[src/rtl/printer_port_defines.svh]
// register offsets, field positions, reset values and counts of the printer port
`ifndef PRINTER_PORT_DEFINES_SVH
`define PRINTER_PORT_DEFINES_SVH
`define OFS_PORT 2'h0
`define OFS_DIR_STATUS 2'h1
`define OFS_CTRL_CMD 2'h2
`define OFS_EXTRA_LEVEL 2'h3
`define CTRL_STROBE 0
`define CTRL_AUTOFEED 1
`define CTRL_INIT 2
`define CTRL_SELIN 3
`define CTRL_IRQ_OE 4
`define CTRL_DIR 5
`define EXTRA_TIMING_HI 2
`define EXTRA_HS_SRC 3
`define EXTRA_TYPE_LO 4
`define EXTRA_TYPE_HI 5
`define EXTRA_POLARITY 6
`define EXTRA_FIFO_EN 7
`define CTRL_RESET 6'h00
`define EXTRA_RESET 8'h00
`define DATA_RESET 8'h00
`define DIR_IN_CODE 8'hAA
`define DIR_OUT_CODE 8'h55
`define IRQ_TYPE_NORMAL 2'h0
`define IRQ_TYPE_EMPTY 2'h1
`define IRQ_TYPE_FULL 2'h2
`define IRQ_TYPE_EMPTY_LO 2'h3
`define FIFO_DEPTH 83
`define FIFO_WIDTH 8
`endif

[src/rtl/printer_port_pkg.sv]
// types shared by the printer port modules
package printer_port_pkg;
   typedef enum logic [2:0] {
      DRAIN_IDLE = 3'h1,
      DRAIN_STROBE = 3'h2,
      DRAIN_WAIT = 3'h4
   } drain_state_t;
   typedef struct packed {
      logic [4:0] delay;
      logic [4:0] width;
   } strobe_timing_t;
   typedef struct packed {
      logic ack_n;
      logic busy;
      logic fault;
      logic online;
      logic paperOut;
   } printer_in_t;
   typedef struct packed {
      logic [1:0] addr;
      logic wr;
      logic rd;
      logic [7:0] wrData;
   } reg_req_t;
endpackage : printer_port_pkg

[src/rtl/printer_port_fifo_control.sv]
// printer port control: extra functions, fifo level, direction select, reset states
// Contract
// RL1 - extra-function fifo enable resets to 0; writing 1 enables the 83-byte fifo
// RL2 - timing field picks strobe delay/width 3/2 5/4 5/4 9/8 6/4 10/8 10/8 18/16
// RL3 - top timing bit 0 picks first four pairs, 1 picks last four, same order
// RL4 - handshake source bit: 0 uses acknowledge, 1 uses busy for draining and interrupt; code switches draining only, interrupt stays on acknowledge
// RL5 - irq type 00 normal, 01/11 empty, 10 full; status bits 0 and 6 follow
// RL6 - polarity bit 1 inverts interrupt output; 0 follows acknowledge normally
// RL7 - fifo level register bits 0 to 6 give bytes still queued
// RL8 - fifo level bit 7 reads 0 when fifo enabled, 1 when disabled
// RL9 - mode pin high: control bit 5 sets direction, direction register ignored
// RL10 - mode pin low: writing AA selects input, 55 output; control bit 5 ignored
// RL11 - direction select register is write only, never read back
// RL12 - reset drives data low as outputs, strobe autofeed select-in high, init low
// RL13 - one byte leaves the fifo per falling edge of the chosen handshake
// RL14 - in fifo mode strobe is automatic; strobe control bit writes do nothing
// RL15 - a byte written while the fifo is full is dropped, count unchanged
`include "printer_port_defines.svh"
module printer_port_fifo_control
   import printer_port_pkg::*;
#(
   parameter int DEPTH = `FIFO_DEPTH
) (
   input wire logic clk,
   input wire logic rst_b,
   input wire logic clkEn,
   input wire reg_req_t regReq,
   output logic [7:0] regRdData,
   input wire printer_in_t printerIn,
   input wire logic bidirPinMode,
   input wire logic [7:0] portDataIn,
   output logic [7:0] portDataOut,
   output logic [7:0] portDataOe,
   output logic strobe_n,
   output logic autoLinefeed_n,
   output logic initOut,
   output logic printerSelectIn_n,
   output logic printerIrq_n,
   output logic printerIrqOe
);
   localparam int CW = $clog2(DEPTH + 1);

   logic [5:0] ctrl_q;
   logic [7:0] extra_q;
   logic dirIn_q;
   logic [7:0] dataOut_q;
   logic [7:0] rdData_q;
   logic hsPrev_q;
   logic ackPrev_q;
   logic irqPend_q;
   drain_state_t state_q;

   logic fifoEn;
   logic portIn;
   logic hs;
   logic hsFall;
   logic ackFall;
   logic wrPort;
   logic wrDir;
   logic wrCtrl;
   logic wrExtra;
   logic rdStatus;
   logic flush;
   logic fifoInReady;
   logic fifoOutValid;
   logic popFire;
   logic [7:0] fifoHead;
   logic [CW-1:0] fifoLevel;
   logic fifoFull;
   logic fifoEmpty;
   logic timerStart;
   logic timerStrobe;
   logic timerDone;
   logic irqRaw;
   logic [1:0] irqType;
   logic [7:0] statusByte;
   logic [7:0] commandByte;
   logic [7:0] levelByte;
   logic [7:0] rdNext;

   function automatic strobe_timing_t decodeTiming(input logic [2:0] sel);
      strobe_timing_t t;
      t = '0;
      case (sel[1:0]) // RL3
         2'h0: t = '{delay: 5'h03, width: 5'h02};
         2'h1: t = '{delay: 5'h05, width: 5'h04};
         2'h2: t = '{delay: 5'h05, width: 5'h04};
         default: t = '{delay: 5'h09, width: 5'h08};
      endcase
      if (sel[`EXTRA_TIMING_HI]) begin // RL3
         if (sel[1:0] == 2'h0) begin
            t = '{delay: 5'h06, width: 5'h04};
         end else begin
            t.delay = 5'(t.delay * 2);
            t.width = 5'(t.width * 2);
         end
      end
      return t;
   endfunction : decodeTiming

   function automatic logic isWrite(input reg_req_t r, input logic [1:0] ofs);
      return r.wr && (r.addr == ofs);
   endfunction : isWrite

   assign wrPort = clkEn && isWrite(regReq, `OFS_PORT);
   assign wrDir = clkEn && isWrite(regReq, `OFS_DIR_STATUS);
   assign wrCtrl = clkEn && isWrite(regReq, `OFS_CTRL_CMD);
   assign wrExtra = clkEn && isWrite(regReq, `OFS_EXTRA_LEVEL);
   assign rdStatus = clkEn && regReq.rd && (regReq.addr == `OFS_DIR_STATUS);

   assign fifoEn = extra_q[`EXTRA_FIFO_EN]; // RL1
   assign irqType = extra_q[`EXTRA_TYPE_HI:`EXTRA_TYPE_LO];
   assign hs = extra_q[`EXTRA_HS_SRC] ? printerIn.busy : printerIn.ack_n; // RL4
   assign hsFall = hsPrev_q && !hs; // RL13
   assign ackFall = ackPrev_q && !printerIn.ack_n;
   // a change of the init line empties the queue
   assign flush = wrCtrl && (regReq.wrData[`CTRL_INIT] != ctrl_q[`CTRL_INIT]);
   assign fifoFull = !fifoInReady;
   assign fifoEmpty = !fifoOutValid;

   byte_fifo #(
      .WIDTH(8),
      .DEPTH(DEPTH),
      .CW(CW)
   ) u_fifo (
      .clk(clk),
      .rst_b(rst_b),
      .clkEn(clkEn),
      .flush(flush),
      .inValid(wrPort && fifoEn), // RL15
      .inReady(fifoInReady),
      .inData(regReq.wrData),
      .outValid(fifoOutValid),
      .outReady(popFire),
      .outData(fifoHead),
      .level(fifoLevel)
   );

   strobe_timer u_timer (
      .clk(clk),
      .rst_b(rst_b),
      .clkEn(clkEn),
      .start(timerStart),
      .timing(decodeTiming(extra_q[2:0])), // RL2
      .strobeAct(timerStrobe),
      .done(timerDone)
   );

   assign timerStart = (state_q == DRAIN_IDLE) && fifoEn && fifoOutValid && !flush;
   assign popFire = clkEn && (state_q == DRAIN_WAIT) && hsFall && !flush; // RL13

   // drain sequencer: strobe the head byte, then wait for the printer's edge
   always_ff @(posedge clk) begin
      if (!rst_b) begin
         state_q <= DRAIN_IDLE;
      end else if (clkEn) begin
         if (flush || !fifoEn) begin
            state_q <= DRAIN_IDLE;
         end else begin
            case (state_q)
               DRAIN_IDLE: begin
                  if (timerStart) begin
                     state_q <= DRAIN_STROBE;
                  end
               end
               DRAIN_STROBE: begin
                  if (timerDone) begin
                     state_q <= DRAIN_WAIT;
                  end
               end
               DRAIN_WAIT: begin
                  if (hsFall) begin
                     state_q <= DRAIN_IDLE;
                  end
               end
               default: state_q <= DRAIN_IDLE;
            endcase
         end
      end
   end

   always_ff @(posedge clk) begin
      if (!rst_b) begin
         hsPrev_q <= 1'b1;
         ackPrev_q <= 1'b1;
      end else if (clkEn) begin
         hsPrev_q <= hs;
         ackPrev_q <= printerIn.ack_n;
      end
   end

   always_ff @(posedge clk) begin
      if (!rst_b) begin
         ctrl_q <= `CTRL_RESET; // RL12
      end else if (wrCtrl) begin
         ctrl_q <= regReq.wrData[5:0];
      end
   end

   always_ff @(posedge clk) begin
      if (!rst_b) begin
         extra_q <= `EXTRA_RESET; // RL1
      end else if (wrExtra) begin
         extra_q <= regReq.wrData;
      end
   end

   // direction codes only count while the mode pin is low
   always_ff @(posedge clk) begin
      if (!rst_b) begin
         dirIn_q <= 1'b0;
      end else if (wrDir && !bidirPinMode) begin
         if (regReq.wrData == `DIR_IN_CODE) begin // RL10
            dirIn_q <= 1'b1;
         end else if (regReq.wrData == `DIR_OUT_CODE) begin // RL10
            dirIn_q <= 1'b0;
         end
      end
   end

   assign portIn = bidirPinMode ? ctrl_q[`CTRL_DIR] : dirIn_q; // RL9 RL10
   assign portDataOe = {8{!portIn}};

   always_ff @(posedge clk) begin
      if (!rst_b) begin
         dataOut_q <= `DATA_RESET; // RL12
      end else if (clkEn) begin
         if (timerStart) begin
            dataOut_q <= fifoHead;
         end else if (wrPort && !fifoEn) begin
            dataOut_q <= regReq.wrData;
         end
      end
   end
   assign portDataOut = dataOut_q;

   assign strobe_n = fifoEn ? !timerStrobe : !ctrl_q[`CTRL_STROBE]; // RL14
   assign autoLinefeed_n = !ctrl_q[`CTRL_AUTOFEED]; // RL12
   assign initOut = ctrl_q[`CTRL_INIT]; // RL12
   assign printerSelectIn_n = !ctrl_q[`CTRL_SELIN]; // RL12

   // latched pending flag: an edge in the reading cycle wins
   always_ff @(posedge clk) begin
      if (!rst_b) begin
         irqPend_q <= 1'b0;
      end else if (clkEn) begin
         if (ackFall) begin
            irqPend_q <= 1'b1;
         end else if (rdStatus) begin
            irqPend_q <= 1'b0;
         end
      end
   end

   always_comb begin
      case (irqType) // RL5
         `IRQ_TYPE_NORMAL: irqRaw = printerIn.ack_n;
         `IRQ_TYPE_FULL: irqRaw = !fifoFull;
         default: irqRaw = !fifoEmpty;
      endcase
   end
   assign printerIrq_n = irqRaw ^ extra_q[`EXTRA_POLARITY]; // RL6
   assign printerIrqOe = ctrl_q[`CTRL_IRQ_OE];

   always_comb begin
      statusByte = 8'h00;
      statusByte[0] = (irqType != `IRQ_TYPE_EMPTY_LO); // RL5
      statusByte[1] = 1'b1;
      statusByte[2] = !irqPend_q;
      statusByte[3] = printerIn.fault;
      statusByte[4] = printerIn.online;
      statusByte[5] = printerIn.paperOut;
      case (irqType) // RL5
         `IRQ_TYPE_NORMAL: statusByte[6] = !printerIn.busy;
         `IRQ_TYPE_FULL: statusByte[6] = fifoFull;
         default: statusByte[6] = fifoEmpty;
      endcase
      statusByte[7] = fifoEn ? !fifoFull : !printerIn.busy;
   end

   assign commandByte = {3'h7, ctrl_q[`CTRL_IRQ_OE], !printerSelectIn_n, initOut,
                         !autoLinefeed_n, !strobe_n};
   assign levelByte = {!fifoEn, 7'(fifoLevel)}; // RL7 RL8

   always_comb begin
      case (regReq.addr)
         `OFS_PORT: rdNext = portIn ? portDataIn : dataOut_q;
         `OFS_DIR_STATUS: rdNext = statusByte; // RL11
         `OFS_CTRL_CMD: rdNext = commandByte;
         default: rdNext = levelByte;
      endcase
   end

   always_ff @(posedge clk) begin
      if (!rst_b) begin
         rdData_q <= 8'h00;
      end else if (clkEn && regReq.rd) begin
         rdData_q <= rdNext;
      end
   end
   assign regRdData = rdData_q;
endmodule : printer_port_fifo_control

[src/rtl/byte_fifo.sv]
// transmit fifo with valid/ready on both sides and a level count
`include "printer_port_defines.svh"
module byte_fifo
   import printer_port_pkg::*;
#(
   parameter int WIDTH = `FIFO_WIDTH,
   parameter int DEPTH = `FIFO_DEPTH,
   parameter int CW = $clog2(DEPTH + 1)
) (
   input wire logic clk,
   input wire logic rst_b,
   input wire logic clkEn,
   input wire logic flush,
   input wire logic inValid,
   output logic inReady,
   input wire logic [WIDTH-1:0] inData,
   output logic outValid,
   input wire logic outReady,
   output logic [WIDTH-1:0] outData,
   output logic [CW-1:0] level
);
   localparam int PW = (DEPTH > 1) ? $clog2(DEPTH) : 1;
   localparam logic [PW-1:0] LAST = PW'(DEPTH - 1);
   logic [WIDTH-1:0] mem [DEPTH];
   logic [PW-1:0] wrPtr_q;
   logic [PW-1:0] rdPtr_q;
   logic [CW-1:0] level_q;
   logic push;
   logic pop;

   function automatic logic [PW-1:0] advance(input logic [PW-1:0] p);
      advance = (p == LAST) ? '0 : p + 1'b1;
   endfunction : advance

   assign inReady = (level_q != CW'(DEPTH));
   assign outValid = (level_q != '0);
   assign push = inValid && inReady;
   assign pop = outReady && outValid;
   assign outData = mem[rdPtr_q];
   assign level = level_q;

   always_ff @(posedge clk) begin
      if (clkEn && push) begin
         mem[wrPtr_q] <= inData;
      end
   end

   always_ff @(posedge clk) begin
      if (!rst_b) begin
         wrPtr_q <= '0;
         rdPtr_q <= '0;
         level_q <= '0;
      end else if (clkEn) begin
         if (flush) begin
            wrPtr_q <= '0;
            rdPtr_q <= '0;
            level_q <= '0;
         end else begin
            if (push) begin
               wrPtr_q <= advance(wrPtr_q);
            end
            if (pop) begin
               rdPtr_q <= advance(rdPtr_q);
            end
            if (push && !pop) begin
               level_q <= level_q + 1'b1;
            end else if (pop && !push) begin
               level_q <= level_q - 1'b1;
            end
         end
      end
   end
endmodule : byte_fifo

[src/rtl/strobe_timer.sv]
// automatic strobe: lead delay then low pulse of programmed clocks
module strobe_timer
   import printer_port_pkg::*;
(
   input wire logic clk,
   input wire logic rst_b,
   input wire logic clkEn,
   input wire logic start,
   input wire strobe_timing_t timing,
   output logic strobeAct,
   output logic done
);
   strobe_timing_t lat_q;
   logic [4:0] cnt_q;
   logic busy_q;
   logic pulse_q;
   logic [4:0] pulseLen_q;

   assign strobeAct = pulse_q;
   assign done = clkEn && busy_q && pulse_q && (cnt_q == lat_q.width);

   always_ff @(posedge clk) begin
      if (!rst_b) begin
         lat_q <= '0;
         cnt_q <= 5'h1;
         busy_q <= 1'b0;
         pulse_q <= 1'b0;
      end else if (clkEn) begin
         if (start && !busy_q) begin
            lat_q <= timing;
            cnt_q <= 5'h1;
            busy_q <= 1'b1;
         end else if (busy_q && !pulse_q) begin
            if (cnt_q == lat_q.delay) begin // RL2
               pulse_q <= 1'b1;
               cnt_q <= 5'h1;
            end else begin
               cnt_q <= cnt_q + 5'h1;
            end
         end else if (busy_q) begin
            if (cnt_q == lat_q.width) begin // RL2
               pulse_q <= 1'b0;
               busy_q <= 1'b0;
            end else begin
               cnt_q <= cnt_q + 5'h1;
            end
         end
      end
   end

   // helper: length of the current low pulse in enabled clocks
   always_ff @(posedge clk) begin
      if (!rst_b) begin
         pulseLen_q <= '0;
      end else if (clkEn) begin
         pulseLen_q <= pulse_q ? pulseLen_q + 5'h1 : 5'h0;
      end
   end
endmodule : strobe_timer

[config.mk]
export PLATFORM = sky130hd
export DESIGN_NAME = printer_port_fifo_control
export DESIGN_NICKNAME = d
export VERILOG_FILES = /design/src/rtl/printer_port_pkg.sv /design/src/rtl/printer_port_fifo_control.sv /design/src/rtl/byte_fifo.sv /design/src/rtl/strobe_timer.sv
export VERILOG_INCLUDE_DIRS = /design/src /design/src/rtl
export SDC_FILE = /design/constraint.sdc
export NUM_CORES = 1
export LEC_CHECK = 0
export BUFFER_PORTS_ARGS = -buffer_cell sky130_fd_sc_hd__clkbuf_2
export CORE_ASPECT_RATIO = 0.7
export CORE_MARGIN = 5
export CORE_UTILIZATION = 56
export DETAILED_ROUTE_END_ITERATION = 6
export GPL_TIMING_DRIVEN = 0
export PLACE_DENSITY_LB_ADDON = 0.05
export RECOVER_POWER = 50
export SETUP_SLACK_MARGIN = 0.2
export SYNTH_ARGS = -nofsm -noshare
export SYNTH_HDL_FRONTEND = slang
export SYNTH_SLANG_ARGS = --single-unit
[constraint.sdc]
create_clock -name clk -period 2.9 [get_ports clk]
set_input_delay 0.435 -clock clk [delete_from_list [all_inputs] [get_ports clk]]
set_output_delay 0.435 -clock clk [all_outputs]
set_load 0.005 [all_outputs]
==> impl_metrics.csv, run 1 <==
group,metric,value,unit
timing,worst_slack,0.05016,ns
logic_synthesis,synth-seq-cells,742,
global_route,grt.overflow.total,0,
logic_synthesis,synth_top_area_cell,"edfxtp_1",
timing,fmaxAchievable,350.9,MHz
layout,n_fill_cell,3645,
routing,wl,83460,um
setup_path,cp-endpoint,"portDataOut[0]$_SDFFE_PN0P_",
floorplanning,die-area,0.05864,mm^2
global_route,grt.total_usage,0.2811,
placed_design,dp_hpwl,54300,um
placed_design,port_buffers,55,
timing,finalHoldViolCount,0,
setup_path,path_delay_family,"compound AO/OA/AOI/OAI gates",
outcome,status,"finished, violations left",
hold_path,hold_class,"in -> reg",
timing,clock_skew,0.02442,ns
cts,path_clk_slew,0.06,ns
setup_path,rrSetupSlack,0.05,ns
setup_path,path_depth,10,
power,p_leak,11.29,nW
setup_path,cp-start-kind,"flop",
setup_path,cp.required,3.37,ns
routing,ant_nets,0,
setup_path,crit_chain,"buf_12 > buf_6 > buf_16 > buf_6 > mux4_2 > mux2_4 > a221oi_4 > a211oi_4 > o31ai_4 > a31oi_1",
cts,cts_root_buffer,"clkbuf_16",
routing,vias,18090,
cts,cts_max_level,3,
setup_path,critPathBufInv,4,
setup_path,crit_path_frequent_cell,"buf_6",
logic_synthesis,avgSynthCellArea,16.55,um^2
floorplanning,core,0.05348,mm^2
logic_synthesis,synth_area,0.03014,mm^2
floorplanning,start_util,0.5636,
logic_synthesis,synth_cell_type_count,68,
global_route,grt_first_pass_wirelength,118800,um
global_route,grt_max_degree,89,
setup_path,critPathKind,"reg -> reg",
setup_path,cpMaxStageDelayCell,"mux4_2",
global_route,grt_use_met1,0.4368,
logic_synthesis,syn_nets,1865,
cts,clk_latency,0.63,ns
timing,post-route-period-util,0.9827,
setup_path,worst_ep_arrival_time,3.32,ns
cts,postCtsHoldBufs,0,
timing,relSlewSlack,-0.4865,
cts,numCtsBuffers,71,
outcome,violations,"DRC, capacitance limit, slew limit",
timing,min_period,2.850,ns
floorplanning,die_w,287.3,um
cts,cts_tree,"yes",
logic_synthesis,yosys_most_used_dff,"edfxtp_1",
routing,drt-initial-drc-count,2329,
floorplanning,die_y,204.1,um
routing,drc,4,
logic_synthesis,synthCells,1821,
cts,cts_sinks,742,
placed_design,dp_slack,-0.9407,ns
layout,area.sequential,0.02152,mm^2
logic_synthesis,synth.most_common_cell,"edfxtp_1",
job,maxCapViolations,5,
placed_design,gp_congestion,0.9835,
logic_synthesis,ys_warn_count,0,
logic_synthesis,synthArstFlopShare,0,
global_route,grt_pass1_vias,17030,
layout,multiInputGateArea,0.009149,mm^2
timing,report.final.setup_viol,0,
setup_path,cp_max_fo,6,
logic_synthesis,yosysSeqAreaShare,0.7133,
routing,drt_pre_antenna_iters,7,
layout,drive_gt1_frac,0.2946,
timing,maxSlewViolCount,320,
power,p_total,0.02130,W
setup_path,rr_worst_depth,10,
logic_synthesis,synthTopCellsByArea,"edfxtp_1 66%, mux4_2 8.2%, dfxtp_1 5.2%",
global_route,gr-usage-met2,0.4018,
floorplanning,num_rows,71,
routing,detail_route.wl_per_cell,29.50,um
floorplanning,ioPinCount,59,
logic_synthesis,synth_top_area_share,0.6615,
global_route,grt_use_met3,0.07949,
power,powerDensity,590.2,mW/mm^2
power,ir_worst_vdd,0.0006763,V
routing,routed_via_density,6.396,
global_route,antenna_found_initial,1,
logic_synthesis,synth_edf_count,664,
cts,clock_path_buffers,3,
logic_synthesis,synth_common_cells,"664 x edfxtp_1, 152 x nor2_1, 131 x mux2i_1, 111 x nand2_1, 110 x mux4_2",
timing,rsz0062_at_grt,"true",
layout,area.growth.synth_to_final,19.70,%
setup_path,r2r_end,"portDataOut[0]$_SDFFE_PN0P_",
setup_path,cp-end-kind,"flop",
setup_path,max_stage_delay,0.51,ns
global_route,busiest_layer,"met1",
timing,worst_pin_slew,2.230,ns
layout,nets,2085,
-- how the worst min path moves through the flow --
stage | start | end | slack, ns | cells after the start
CTS | regReq[2] | u_fifo.mem[60][2]$_DFFE_PP_ | 0.07 | 1
detailed placement | regRdData[5]$_SDFFE_PN0P_ | regRdData[5]$_SDFFE_PN0P_ | 0.45 | 2
global route | printerIn[4] | irqPend_q$_SDFFE_PN0P_ | 0.18 | 4
finish | printerIn[4] | irqPend_q$_SDFFE_PN0P_ | 0.14 | 4
global placement | regRdData[5]$_SDFFE_PN0P_ | regRdData[5]$_SDFFE_PN0P_ | 0.45 | 2
floorplan | ackPrev_q$_SDFFE_PN1P_ | irqPend_q$_SDFFE_PN0P_ | 0.44 | 2
-- per-stage QoR --
step           TNS (ns)  area [um^2]  hold WS, ns    util  std cells
2_1_floorplan         0        30190       0.4367       -       1821
3_3_place_gp    -417.84        31380       0.4501  0.5868       2606
3_5_place_dp    -415.07        31570       0.4533  0.5904       2613
4_1_cts               0        35360      0.07086  0.6612       2783
5_1_grt        -0.04717        36080       0.1777  0.6747       2828
6_report              0        36080       0.1369  0.6747       2829
-- worst min-delay path, delay by kind of cell --
| kind | cells | cell delay [ns] |
|---|---|---|
| buffers and inverters | 1 | 0.11 |
| AND/OR/NAND/NOR | 2 | 0.11 |
| AO/OA/AOI/OAI | 1 | 0.06 |
-- metal layers --
metal / up-vias / wire [um]
met5: - / 0
met4: 0 / 1815
met3: 135 / 9250
met2: 965 / 36160
met1: 9345 / 36230
li1: 7648 / -
-- sequential cells by signal, summed over array words and instances (netlist names), named ones only --
register and cells:
irqPend_q 1, u_timer.strobeAct 1, u_fifo.level 7, hsPrev_q 1, u_timer.lat_q 6, dirIn_q 1, ctrl_q 6, u_fifo.wrPtr_q 7
regRdData 8, extra_q 8, u_timer.busy_q 1, u_fifo.rdPtr_q 7, ackPrev_q 1, u_fifo.mem 664, u_timer.cnt_q 5, portDataOut 8
state_q 3
-- cell type report --
| type | instances | share of cell area |
|---|---|---|
| plain buffers | 105 | 0.02611 |
| clock inverters | 34 | 0.007525 |
| multi-input cells | 959 | 0.2536 |
| inverters | 15 | 0.001630 |
| well taps | 730 | 0.02531 |
| flip-flops and latches | 742 | 0.5964 |
| repair buffers | 147 | 0.03561 |
| clock buffers | 96 | 0.05382 |
| diodes | 1 | 0.00006935 |
-- cell usage in the layout, fill, tap and decap left out, drive strengths merged, types with 27 or more instances in the layout --
cell type and n:
nor2 153, mux4 110, buf 145, a21oi 67
dfxtp 78, clkinv 27, nand2 111, mux2i 132
a22oi 27, clkbuf 202, o21ai 43, edfxtp 664
-- cell families (layout without fill, tap and decap cells) --
logic type      after synthesis  count (layout)  synth area share
flops                       742             742            0.7133
simple gates                407             407           0.06293
mux                         266             266            0.1351
compound gates              245             245           0.05309
buf+inv                     120             397           0.02154
xor+xnor                     26              26          0.007555
fa+ha+maj                    15              15          0.006476
other cells                   0               1                 0
-- repair_timing --
action	in CTS	in global routing
endpoints found under the setup margin	660	81
pin swaps	39	42
cloned	1	2
gates resized for setup	292	91
setup buffers	39	43
-- report_power, final --
group          switching [W]  internal [W]  total (W)
combinational       0.000450      0.000240   0.000690
clock                0.00402       0.00493    0.00894
sequential         0.0000158        0.0116     0.0117
No activity file was read; power rests on OpenSTA's default activity.
==> inputs of run 2 (changes only) <==
Settings changed: CORE_UTILIZATION 56 to 65.
Clock period 2.9 ns to 3.3 ns, I/O delays scaled along.
==> impl_metrics.csv, run 2 (synthesis gave the netlist of run 1 again) <==
group,metric,value,unit
cts,numCtsBuffers,69,
setup_path,critPathKind,"reg -> reg",
cts,cts_tree,"yes",
timing,finalHoldViolCount,0,
timing,rsz0062_at_grt,"true",
setup_path,cp-start-kind,"flop",
setup_path,rr_worst_depth,6,
power,internal_power,0.01509,W
layout,largest_register,"u_fifo.mem",
floorplanning,die_y,190.2,um
floorplanning,core,0.04616,mm^2
placed_design,dp_slack,-0.5380,ns
power,p_leak,10.60,nW
layout,largest_reg_flops,664,
routing,wl,79150,um
routing,ant_nets,0,
timing,min_period,3.122,ns
power,ir_worst_vdd,0.0004540,V
layout,final_cell_mix,"664 x edfxtp_1, 127 x mux2i_1, 111 x nand2_1",
routing,drc,0,
floorplanning,die_w,267.4,um
placed_design,port_buffers,55,
placed_design,gp_congestion,1.002,
global_route,grt_pass1_vias,17110,
cts,clock_path_buffers,3,
power,powerDensity,556.5,mW/mm^2
power,comb_power_share,0.027,
setup_path,cp.required,3.52,ns
timing,post-route-period-util,0.9459,
floorplanning,start_util,0.6530,
global_route,grt.overflow.total,0,
power,pwr-share-seq,0.542,
layout,layout_commonest_cell,"edfxtp_1",
layout,multiInputGateArea,0.008367,mm^2
setup_path,cp-end-kind,"flop",
power,sw_frac_of_total,0.2026,
timing,clock_skew,0.02390,ns
setup_path,worst_ep_arrival_time,3.34,ns
setup_path,cp_max_fo,10,
floorplanning,ioPinCount,59,
cts,path_clk_slew,0.06,ns
timing,report.final.setup_viol,0,
cts,cts_max_level,3,
timing,fmaxAchievable,320.4,MHz
job,maxCapViolations,7,
timing,hold_slack,0.1325,ns
layout,drive_gt1_frac,0.2179,
power,p_switching,0.003835,W
hold_path,min_delay_path_depth,1,
cts,cts_root_buffer,"clkbuf_16",
routing,drt_pre_antenna_iters,6,
timing,maxSlewViolCount,482,
cts,cts_sinks,742,
global_route,grt.total_usage,0.3130,
global_route,grt_first_pass_wirelength,115400,um
layout,area.growth.synth_to_final,12.83,%
floorplanning,die-area,0.05085,mm^2
global_route,grt_max_degree,90,
layout,nets,2006,
outcome,violations,"capacitance limit, slew limit",
hold_path,hold_class,"in -> reg",
layout,n_fill_cell,2769,
routing,routed_via_density,6.839,
timing,worst_pin_slew,2.229,ns
routing,detail_route.wl_per_cell,30.12,um
floorplanning,num_rows,66,
layout,area.sequential,0.02150,mm^2
outcome,status,"finished, violations left",
placed_design,dp_hpwl,51660,um
routing,vias,17970,
global_route,antenna_found_initial,0,
timing,worst_slack,0.1785,ns
timing,relSlewSlack,-0.4860,
power,pwr-share-clk,0.432,
cts,postCtsHoldBufs,0,
cts,clk_latency,0.62,ns
routing,drt-initial-drc-count,3000,
## run 2: cell types whose count changed in the layout (fill, tap and decap cells not counted), moves of 7 or more
cell / previous run / this run
a22oi_1: 17 / 27
a22oi_2: 10 / 0
buf_12: 23 / 1
nor2_2: 29 / 42
nor2_1: 79 / 99
nand3_1: 16 / 23
a21oi_1: 57 / 65
mux2i_1: 112 / 127
buf_2: 8 / 17
clkinv_2: 13 / 5
mux2i_2: 14 / 4
buf_16: 11 / 0
nor2_4: 45 / 12
buf_4: 77 / 31
## run 2: final timing paths
path | from | endpoint | slack [ns]
setup / recovery | u_fifo.level[2]$_SDFFE_PN0P_ | u_fifo.mem[32][3]$_DFFE_PP_ | 0.18
hold reg to reg | regRdData[5]$_SDFFE_PN0P_ | regRdData[5]$_SDFFE_PN0P_ | 0.46
hold / removal | regReq[7] | u_fifo.mem[68][7]$_DFFE_PP_ | 0.13
setup reg to reg | u_fifo.level[2]$_SDFFE_PN0P_ | u_fifo.mem[32][3]$_DFFE_PP_ | 0.18
## run 2: metrics by stage
step / instance area [um^2] / power (W) / TNS (ns) / std cells / utilization
after detailed placement: 31330 / 0.01095 / -215.05 / 2493 / 0.6786
after floorplan: 30140 / 0.01066 / 0 / 1821 / -
after CTS: 33790 / 0.01894 / -0.6872 / 2623 / 0.7321
after global routing: 34010 / 0.01937 / 0 / 2627 / 0.7367
after global placement: 31180 / 0.01092 / -217.64 / 2488 / 0.6755
final: 34010 / 0.01892 / 0 / 2628 / 0.7367
## run 2: critical path: stages (launching register included)
cell      delay (ns)
dfxtp_1         0.50
or3_4           0.24
o211ai_1        0.25
nor2_1          0.35
nand2_1         0.21
clkbuf_2        0.36
nor2_1          0.81
## run 2: layout make-up
| type | count | share of cell area |
|---|---|---|
| Sequential cell | 742 | 0.6323 |
| Clock inverter | 33 | 0.01111 |
| Timing Repair Buffer | 70 | 0.01096 |
| Tap cell | 612 | 0.02252 |
| Inverter | 15 | 0.001656 |
| Buffer | 105 | 0.01935 |
| Antenna cell | 1 | 0.00007358 |
| Multi-Input combinational cell | 959 | 0.2460 |
| Clock buffer | 91 | 0.05600 |
## run 2: layer usage
| layer | wire length (um) | global-route usage |
|---|---|---|
| met1 | 32350 | 0.4908 |
| met2 | 34170 | 0.4341 |
| met3 | 10360 | 0.09463 |
| met4 | 2263 | 0.08958 |
| met5 | 0 | 0 |
## run 2: power groups by stage
stage               Clock (W)  Combinational (W)  Sequential (W)
finish                0.00817           0.000505          0.0103
detailed placement          0           0.000499          0.0104
global route          0.00859           0.000536          0.0102
CTS                   0.00820           0.000504          0.0102
global placement            0           0.000462          0.0105
floorplan                   0           0.000215          0.0104
## run 2: timing repair
| item | in CTS | in global routing |
|---|---|---|
| gates resized for setup | 48 | 85 |
| setup buffers | 6 | 4 |
| setup endpoints to repair | 592 | 384 |
| pin swaps | 1 | 9 |
